File: config.mk
export PLATFORM = sky130hd
export DESIGN_NAME = sasc_core
export DESIGN_NICKNAME = d
export VERILOG_FILES = /design/src/design/sasc_core.v
export VERILOG_INCLUDE_DIRS = /design/src /design/src/design
export SDC_FILE = /design/constraint.sdc
export NUM_CORES = 1
export LEC_CHECK = 0
export BUFFER_PORTS_ARGS = -buffer_cell sky130_fd_sc_hd__buf_2
export CORE_AREA = 2 2 109 111
export DETAILED_ROUTE_END_ITERATION = 7
export DIE_AREA = 0 0 111 113
export PLACE_DENSITY = 0.91
export SYNTH_ARGS = -nofsm -noshare
export SYNTH_HDL_FRONTEND = slang
export SYNTH_SLANG_ARGS = --single-unit
File: constraint.sdc
create_clock -name clk -period 3 [get_ports clk]
set_input_delay 0.3 -clock clk [delete_from_list [all_inputs] [get_ports clk]]
set_output_delay 0.3 -clock clk [all_outputs]
set_load 0.005 [all_outputs]
File: src/design/sasc_consts.vh
`ifndef SASC_CONSTS_VH
`define SASC_CONSTS_VH

// Register byte offsets
`define SASC_REG_CTRL 8'h00
`define SASC_REG_STATUS 8'h04
`define SASC_REG_RESULT 8'h08

// Control register fields
`define SASC_CTRL_FMT 0
`define SASC_CTRL_EXT 1
`define SASC_CTRL_PWD 2
`define SASC_CTRL_RESET 3'h0

// Status register fields
`define SASC_ST_CONV 0
`define SASC_ST_ISHIFT 1
`define SASC_ST_BUSY_N 2

// Reset values and response codes
`define SASC_RESULT_RESET 16'h0000
`define SASC_RESP_OKAY 2'h0
`define SASC_RESP_SLVERR 2'h2

// Word width and timing
`define SASC_BITS 16
`define SASC_CLK_MHZ 125
`define SASC_CONV_NS 3000
`define SASC_DCLK_DLY_NS 260
`define SASC_DCLK_PER_NS 150
`define SASC_DCLK_LEAD 4
`define SASC_STEP_CYC ((`SASC_CONV_NS * `SASC_CLK_MHZ / 1000) / `SASC_BITS)
`define SASC_DLY_CYC ((`SASC_DCLK_DLY_NS * `SASC_CLK_MHZ + 999) / 1000)
`define SASC_PER_CYC (`SASC_DCLK_PER_NS * `SASC_CLK_MHZ / 1000)
`define SASC_HIGH_CYC (`SASC_PER_CYC / 2)

`endif

File: src/design/sasc_core.v
`timescale 1ns/1ps
`include "sasc_consts.vh"
// Summary of operation
// - Format select high gives straight binary, low gives two's complement.
// - External clock mode: host drives shift clock, data follows its edges.
// - Internal mode: each conversion sends previous result on 16 generated clock pulses.
// - Internal mode: shift clock pin held low outside conversions.
// - External mode: read enable event emits a word start pulse on shift clock.
// - External mode, select low and read high: chain input follows 16 clocks later.
// - Internal mode: each data bit stable over both shift clock edges.
// - Internal mode: between conversions data holds chain input level captured at start.
// - Select low, read/convert falling: hold sample and start conversion.
// - External mode, select low, read/convert rising: enable serial result output.
// - Select ORed with read/convert; select falling starts, or in external mode enables, per level.
// - Busy low for whole conversion; result valid as busy rises.
// - Power down refuses starts; in internal mode the shift register keeps the previous result.
// - Approximation register cleared at start; further starts ignored meanwhile.
// - Result decided one bit per step, most significant first.
// - Conversion end copies result into output shift register.
// - Two's complement full scale 7FFF/8000; two's complement flips the top bit of straight binary.
module sasc_core (
	input wire clk,
	input wire resetn,
	input wire ce,
	input wire s_axi_awvalid,
	output reg s_axi_awready,
	input wire [7:0] s_axi_awaddr,
	input wire [2:0] s_axi_awprot,
	input wire s_axi_wvalid,
	output reg s_axi_wready,
	input wire [31:0] s_axi_wdata,
	input wire [3:0] s_axi_wstrb,
	output reg s_axi_bvalid,
	input wire s_axi_bready,
	output reg [1:0] s_axi_bresp,
	input wire s_axi_arvalid,
	output reg s_axi_arready,
	input wire [7:0] s_axi_araddr,
	input wire [2:0] s_axi_arprot,
	output reg s_axi_rvalid,
	input wire s_axi_rready,
	output reg [31:0] s_axi_rdata,
	output reg [1:0] s_axi_rresp,
	input wire read_convert,
	input wire select_n,
	input wire chain_in,
	input wire comp_high,
	input wire shift_clock_pin_in,
	output reg shift_clock_pin_out,
	output reg shift_clock_pin_oe,
	output reg word_start,
	output reg serial_data,
	output reg busy_n,
	output reg [15:0] dac_code
);
	localparam integer STEP_LAST = `SASC_STEP_CYC - 1;
	localparam integer DLY_LAST = `SASC_DLY_CYC - 1;
	localparam integer PER_LAST = `SASC_PER_CYC - 1;
	localparam integer RISE_AT = `SASC_DCLK_LEAD - 1;
	localparam integer FALL_AT = `SASC_DCLK_LEAD + `SASC_HIGH_CYC - 1;

	// Straight binary is the natural comparator code; two's complement flips the top bit
	function [15:0] sasc_fmt;
		input [15:0] code;
		input straight;
		begin
			sasc_fmt = straight ? code : {~code[15], code[14:0]};
		end
	endfunction

	// Control register and derived mode bits
	reg [2:0] ctrl;
	wire fmt_straight = ctrl[`SASC_CTRL_FMT];
	wire ext_mode = ctrl[`SASC_CTRL_EXT];
	wire power_down = ctrl[`SASC_CTRL_PWD];

	// Pin synchronisers: stage one feeds stage two only
	reg [4:0] sync1;
	reg [4:0] sync2;
	reg comb_prev;
	reg rd_prev;
	reg dclk_prev;
	wire rc_s = sync2[0];
	wire cs_n_s = sync2[1];
	wire tag_s = sync2[2];
	wire dclk_s = sync2[3];
	wire comp_s = sync2[4];

	// Select is ORed with read/convert; falling OR starts, rising read-level enables
	wire comb = cs_n_s | rc_s;
	wire rd_level = ~cs_n_s & rc_s;
	wire start_edge = comb_prev & ~comb;
	wire rd_edge = rd_level & ~rd_prev;
	wire ext_rise = dclk_s & ~dclk_prev;

	// Conversion state
	reg converting;
	reg just_done;
	reg [3:0] bit_sel;
	reg [4:0] step_cnt;
	reg [15:0] sar;
	reg [15:0] shreg;
	reg [15:0] result;
	reg tag_held;

	// Internal shift clock generator state
	reg ishift;
	reg pre_run;
	reg [5:0] pre_cnt;
	reg [4:0] pcnt;
	reg [3:0] ibit;

	// External read state
	reg sync_pend;

	// Host who lets the OR stay low at busy rise gets an immediate restart
	wire start_req = start_edge | (just_done & ~comb);

	always @(posedge clk) begin
		if (!resetn) begin
			sync1 <= 5'h03; // Idle level, read and select high, so no false start follows reset
			sync2 <= 5'h03;
			comb_prev <= 1'b1;
			rd_prev <= 1'b0;
			dclk_prev <= 1'b0;
		end else if (ce) begin
			sync1 <= {comp_high, shift_clock_pin_in, chain_in, select_n, read_convert};
			sync2 <= sync1;
			comb_prev <= comb;
			rd_prev <= rd_level;
			dclk_prev <= dclk_s;
		end
	end

	// Successive approximation, output shift register and pin drivers
	always @(posedge clk) begin
		if (!resetn) begin
			converting <= 1'b0;
			just_done <= 1'b0;
			bit_sel <= 4'hF;
			step_cnt <= 5'h00;
			sar <= 16'h0000;
			shreg <= `SASC_RESULT_RESET;
			result <= `SASC_RESULT_RESET;
			tag_held <= 1'b0;
			busy_n <= 1'b1;
			dac_code <= 16'h0000;
			ishift <= 1'b0;
			pre_run <= 1'b0;
			pre_cnt <= 6'h00;
			pcnt <= 5'h00;
			ibit <= 4'h0;
			sync_pend <= 1'b0;
			word_start <= 1'b0;
			serial_data <= 1'b0;
			shift_clock_pin_out <= 1'b0;
			shift_clock_pin_oe <= 1'b1;
		end else if (ce) begin
			just_done <= 1'b0;
			shift_clock_pin_oe <= ~ext_mode;
			if (!converting) begin
				// Starts are refused in power down; the shift register is left alone
				if (start_req && !power_down) begin
					converting <= 1'b1;
					busy_n <= 1'b0;
					sar <= 16'h0000;
					bit_sel <= 4'hF;
					step_cnt <= 5'h00;
					tag_held <= tag_s;
					if (!ext_mode) begin
						pre_run <= 1'b1;
						pre_cnt <= 6'h00;
					end
				end
			end else begin
				// Trial bit set at step start, kept or dropped at step end; new starts ignored
				step_cnt <= step_cnt + 5'h01;
				if (step_cnt == 5'h00) sar[bit_sel] <= 1'b1;
				if (step_cnt == STEP_LAST[4:0]) begin
					step_cnt <= 5'h00;
					sar[bit_sel] <= comp_s;
					bit_sel <= bit_sel - 4'h1;
					if (bit_sel == 4'h0) begin
						converting <= 1'b0;
						just_done <= 1'b1;
						busy_n <= 1'b1;
						result <= sasc_fmt({sar[15:1], comp_s}, fmt_straight);
					end
				end
			end
			dac_code <= sar;

			// Delay from start to first generated pulse
			if (pre_run) begin
				pre_cnt <= pre_cnt + 6'h01;
				if (pre_cnt == DLY_LAST[5:0]) begin
					pre_run <= 1'b0;
					ishift <= 1'b1;
					pcnt <= 5'h00;
					ibit <= 4'h0;
				end
			end

			// Data changes late in the low phase, a few cycles before the rise, so it is steady at both clock edges
			if (ishift) begin
				pcnt <= pcnt + 5'h01;
				if (pcnt == RISE_AT[4:0]) shift_clock_pin_out <= 1'b1;
				if (pcnt == FALL_AT[4:0]) shift_clock_pin_out <= 1'b0;
				if (pcnt == PER_LAST[4:0]) begin
					pcnt <= 5'h00;
					shreg <= {shreg[14:0], tag_held};
					ishift <= (ibit != 4'hF);
					ibit <= ibit + 4'h1;
				end
			end else begin
				shift_clock_pin_out <= 1'b0;
			end

			// External mode: first host edge after enable marks the word, later edges shift;
			// an enable that meets a host edge still arms the pending word start
			if (ext_mode && ext_rise) begin
				word_start <= 1'b0;
				if (rd_level) begin
					if (sync_pend) begin
						word_start <= 1'b1;
						sync_pend <= 1'b0;
					end else begin
						shreg <= {shreg[14:0], tag_s};
					end
				end
			end
			if (rd_edge && ext_mode) sync_pend <= 1'b1;

			// End of conversion load wins over any shift in the same cycle
			if (converting && step_cnt == STEP_LAST[4:0] && bit_sel == 4'h0) begin
				shreg <= sasc_fmt({sar[15:1], comp_s}, fmt_straight);
			end

			// Serial data pin
			if (ext_mode) begin
				serial_data <= shreg[15];
			end else if (ishift) begin
				serial_data <= shreg[15];
			end else begin
				serial_data <= tag_held;
			end
		end
	end

	// AXI4-Lite write channel: one write at a time, address and data in either order
	reg aw_got;
	reg w_got;
	reg [7:0] aw_addr;
	reg [31:0] w_data;
	reg [3:0] w_strb;

	always @(posedge clk) begin
		if (!resetn) begin
			s_axi_awready <= 1'b1;
			s_axi_wready <= 1'b1;
			s_axi_bvalid <= 1'b0;
			s_axi_bresp <= `SASC_RESP_OKAY;
			aw_got <= 1'b0;
			w_got <= 1'b0;
			aw_addr <= 8'h00;
			w_data <= 32'h00000000;
			w_strb <= 4'h0;
			ctrl <= `SASC_CTRL_RESET;
		end else if (ce) begin
			if (s_axi_awvalid && s_axi_awready) begin
				aw_got <= 1'b1;
				aw_addr <= s_axi_awaddr;
				s_axi_awready <= 1'b0;
			end
			if (s_axi_wvalid && s_axi_wready) begin
				w_got <= 1'b1;
				w_data <= s_axi_wdata;
				w_strb <= s_axi_wstrb;
				s_axi_wready <= 1'b0;
			end
			if (aw_got && w_got && !s_axi_bvalid) begin
				aw_got <= 1'b0;
				w_got <= 1'b0;
				s_axi_bvalid <= 1'b1;
				s_axi_bresp <= `SASC_RESP_OKAY;
				// Read-only registers swallow writes; anything else unmapped is an error
				if (aw_addr == `SASC_REG_CTRL) begin
					if (w_strb[0]) ctrl <= w_data[2:0];
				end else if (aw_addr != `SASC_REG_STATUS && aw_addr != `SASC_REG_RESULT) begin
					s_axi_bresp <= `SASC_RESP_SLVERR;
				end
			end
			if (s_axi_bvalid && s_axi_bready) begin
				s_axi_bvalid <= 1'b0;
				s_axi_awready <= 1'b1;
				s_axi_wready <= 1'b1;
			end
		end
	end

	// AXI4-Lite read channel: data is captured when the address is taken
	always @(posedge clk) begin
		if (!resetn) begin
			s_axi_arready <= 1'b1;
			s_axi_rvalid <= 1'b0;
			s_axi_rdata <= 32'h00000000;
			s_axi_rresp <= `SASC_RESP_OKAY;
		end else if (ce) begin
			if (s_axi_arvalid && s_axi_arready) begin
				s_axi_arready <= 1'b0;
				s_axi_rvalid <= 1'b1;
				s_axi_rresp <= `SASC_RESP_OKAY;
				case (s_axi_araddr)
					`SASC_REG_CTRL: s_axi_rdata <= {29'h00000000, ctrl};
					`SASC_REG_STATUS: s_axi_rdata <= {29'h00000000, busy_n, ishift, converting};
					`SASC_REG_RESULT: s_axi_rdata <= {16'h0000, result};
					default: begin
						s_axi_rdata <= 32'h00000000;
						s_axi_rresp <= `SASC_RESP_SLVERR;
					end
				endcase
			end
			if (s_axi_rvalid && s_axi_rready) begin
				s_axi_rvalid <= 1'b0;
				s_axi_arready <= 1'b1;
			end
		end
	end
endmodule

==> results by group <==
STA
  – Peak Freq: between 400 and 500 MHz
  – Hold Vio Cnt, Final: 0
  – Final period utilization: between 70% and 80%
  – Tmin final: around 2400 ps
  – Worst slew pin tran: roughly 1000 ps
  – Setup Skew: roughly 7 ps
  – Slew margin rel.: approximately 32%
  – RSZ-0062 raised after global routing: false
  – Final Max Slew Viols: 0
  – Fin Setup TNS: 0 ps
  – Final setup viols: 0

Detailed routing
  – Routed WL: 15,520 µm
  – Initial DRT Pass Iterations: 6
  – DR WL/cell: ~16 µm
  – 1st-iter DRT viols: around 640
  – Antenna-violating nets left: 0
  – DR vias: roughly 5,600
  – DRC errors left: 0
  – Average vias per placed instance: 5.883

Final layout
  – Utilization after layout: 66.11%
  – FILL cells: slightly below 900
  – Fin area: between 7000 and 8000 µm²
  – Layout Nets: 888
  – Layout cells sized above 1: between 10% and 20%
  – Inserted Diodes: 0
  – Area added between synthesis and finish: 14.30%

Clock network
  – H-tree levels: 4
  – Worst skew pair latency: between 400 and 500 ps
  – Clk root buf: clkbuf_16
  – Post-cts sizing count: 0
  – CTS tree: built
  – Clock Sinks: roughly 150
  – Num CTS Buffers: 17
  – Post-CTS setup buffer count: 0
  – Clk buf depth: 2
  – CTS Hold Buffers Added: 0
  – Clock slew at reported path FFs: 60 ps

Global route
  – First-pass GRT wire length: ~25,000 µm
  – GR Overflow Total: 0
  – Number of global-route vias before repair: 5,335
  – Maximum number of pins on one net before global-route repair: between 100 and 150
  – Initial antenna violation count: 0
  – GRT Total Usage: roughly a quarter

Setup path
  – Critical Path Start Type: flop
  – Data arrival, critical path: 2660 ps
  – CP Data Required Time: 3300 ps
  – Crit path max fanout: 14
  – Critical Path End Type: flop
  – CP Class: flop to flop

Floorplanning
  – Full die area: roughly 13,000 µm²
  – Die Width: 111 µm
  – I/O Pins: around 130
  – Core ar.: ~11,000 µm²
  – Die Ht: 113 µm
  – # rows: 39
  – Starting Density: between 50% and 60%

Power
  – Net Sw Frac: around 22%
  – Leakage power: about 3 nW
  – P_sw: 0.0009518 W
  – Reg power frac: between 40% and 50%
  – Combinational power share: between 4 and 5%
  – Clk pwr share: roughly half
  – PwrDens: between 500 and 600 nW/µm²
  – VDD IR max: ~420 µV
  – Internal power: 0.003358 W

Synth
  – Top post-synthesis cells by area: dfxtp_1, mux2i_1, nand2_1
  – Post-synth EDFFs: 0
  – Mean post-synth cell area: slightly below 9 µm²
  – Area leader, netlist: dfxtp_1
  – Synthesized area: around 6500 µm²
  – Top-area cell type share of the netlist area: between 40% and 50%
  – Post-synth top flop: dfxtp_1
  – Cells after synthesis: between 700 and 800
  – Synth unique cells: 57
  – Post-synth ARST share: 0%
  – FF+latch count, synth: about 150
  – Post-synthesis sequential area ratio: around 47%
  – Syn. warnings: 0

Place
  – Placed cell area: ~7000 µm²
  – Routability Congestion: a little under 0.9
  – Port Buffers: 76
  – Dpl hpwl: around 10,000 µm

Min path
  – Hold crit path type: primary input to flop

Outcome
  – Status: complete, no violations

Flow run
  – Max Cap Viol: 0
## synthesized netlist by cell type (6+ instances only)
cell type    n
o21ai_0     38
a31oi_1     12
buf_4       18
nand2_1    103
clkbuf_1    32
nand3_1     14
nor2_1      79
a32oi_1     13
dfxtp_1    152
nor2_2      10
a21o_1       6
o211ai_1    18
ha_1        13
and3_1      11
inv_1       14
nand4_1      6
nor3_1      10
xnor2_1     10
a21oi_1     60
a22oi_1     18
mux2i_1     44
## registers in the layout, indices dropped and copies added (netlist names), 3 cells and up
signal,cells
aw_addr,8
bit_sel,4
ctrl,3
dac_code,16
ibit,4
pcnt,5
pre_cnt,6
result,16
s_axi_rdata,16
sar,16
shreg,16
step_cnt,5
sync1,5
sync2,5
w_data,3
## logic make-up after synthesis
kind of cell | after synthesis | synth area share (%)
and+or+nand+nor | 264 | 18.88
buffers and inverters | 76 | 6.371
DFF | 152 | 46.67
xor gates and xnor gates | 13 | 1.746
adders and majority gates | 13 | 2.495
muxes | 44 | 6.755
other | 1 | 0.05752
AOI/OAI and AO/OA | 180 | 17.02
## path summary, 6_finish.rpt
kind         cells past startpoint    endpoint  slack [ps]       start
max                              7    shreg[2]         640     pcnt[1]
max reg2reg                      7    shreg[2]         640     pcnt[1]
min reg2reg                      2  aw_addr[6]         450  aw_addr[6]
min                              3    sync1[1]          90    select_n
## metrics by stage
| step | setup slack (ps) | hold slack [ps] | std cells | power [W] |
|---|---|---|---|---|
| 2_1_floorplan | 1151 | 428.4 | 760 | 0.002239 |
| 3_3_place_gp | 775.7 | 438.0 | 928 | 0.002270 |
| 3_5_place_dp | 665.2 | 444.6 | 928 | 0.002275 |
| 4_1_cts | 672.5 | 85.53 | 959 | 0.004322 |
| 5_1_grt | 466.8 | 99.75 | 959 | 0.004425 |
| 6_report | 643.5 | 91.32 | 959 | 0.004310 |
## critical path: stages, from the launching register on
cell,delay [ps]
dfxtp_1,340
inv_1,90
ha_1,170
and4bb_2,280
a22oi_1,160
nor2_1,810
mux2i_1,290
a21oi_1,90
## power by group through the flow
stage	clock (W)	sequential, W	combinational [W]
finish	0.00208	0.00206	0.000175
detailed placement	0	0.00210	0.000173
floorplan	0	0.00210	0.000141
global placement	0	0.00210	0.000170
global route	0.00217	0.00206	0.000194
CTS	0.00209	0.00206	0.000174
## layer usage
metal	track usage (%)	wire length (µm)
met5	0	0
met2	41.96	7525
met4	11.08	328
met1	29.72	6321
met3	6.749	1348
## layout by cell type, fill, tap and decap left out, types with 7 or more instances in the layout
master | synthesis | routed
a21oi_1 | 60 | 60
a22oi_1 | 18 | 18
a31oi_1 | 12 | 12
a32oi_1 | 13 | 13
and3_1 | 11 | 11
buf_2 | 2 | 76
buf_4 | 18 | 9
clkbuf_16 | 0 | 17
clkinvlp_4 | 0 | 7
conb_1 | 1 | 18
dfxtp_1 | 152 | 152
ha_1 | 13 | 13
inv_1 | 14 | 13
mux2i_1 | 44 | 44
nand2_1 | 103 | 103
nand3_1 | 14 | 14
nor2_1 | 79 | 79
nor2_2 | 10 | 10
nor3_1 | 10 | 10
o211ai_1 | 18 | 18
o21ai_0 | 38 | 38
xnor2_1 | 10 | 10
## cell type report
class | count | area, µm² | area share [%]
Timing Repair Buffer | 86 | 467.9 | 6.279
Tap cell | 143 | 178.9 | 2.401
Sequential cell | 152 | 3043 | 40.83
Clock buffer | 19 | 452.9 | 6.078
Clock inverter | 12 | 127.6 | 1.713
Inverter | 15 | 56.30 | 0.7555
Multi-Input combinational cell | 532 | 3126 | 41.94
No activity file was read; power rests on OpenSTA's default activity.
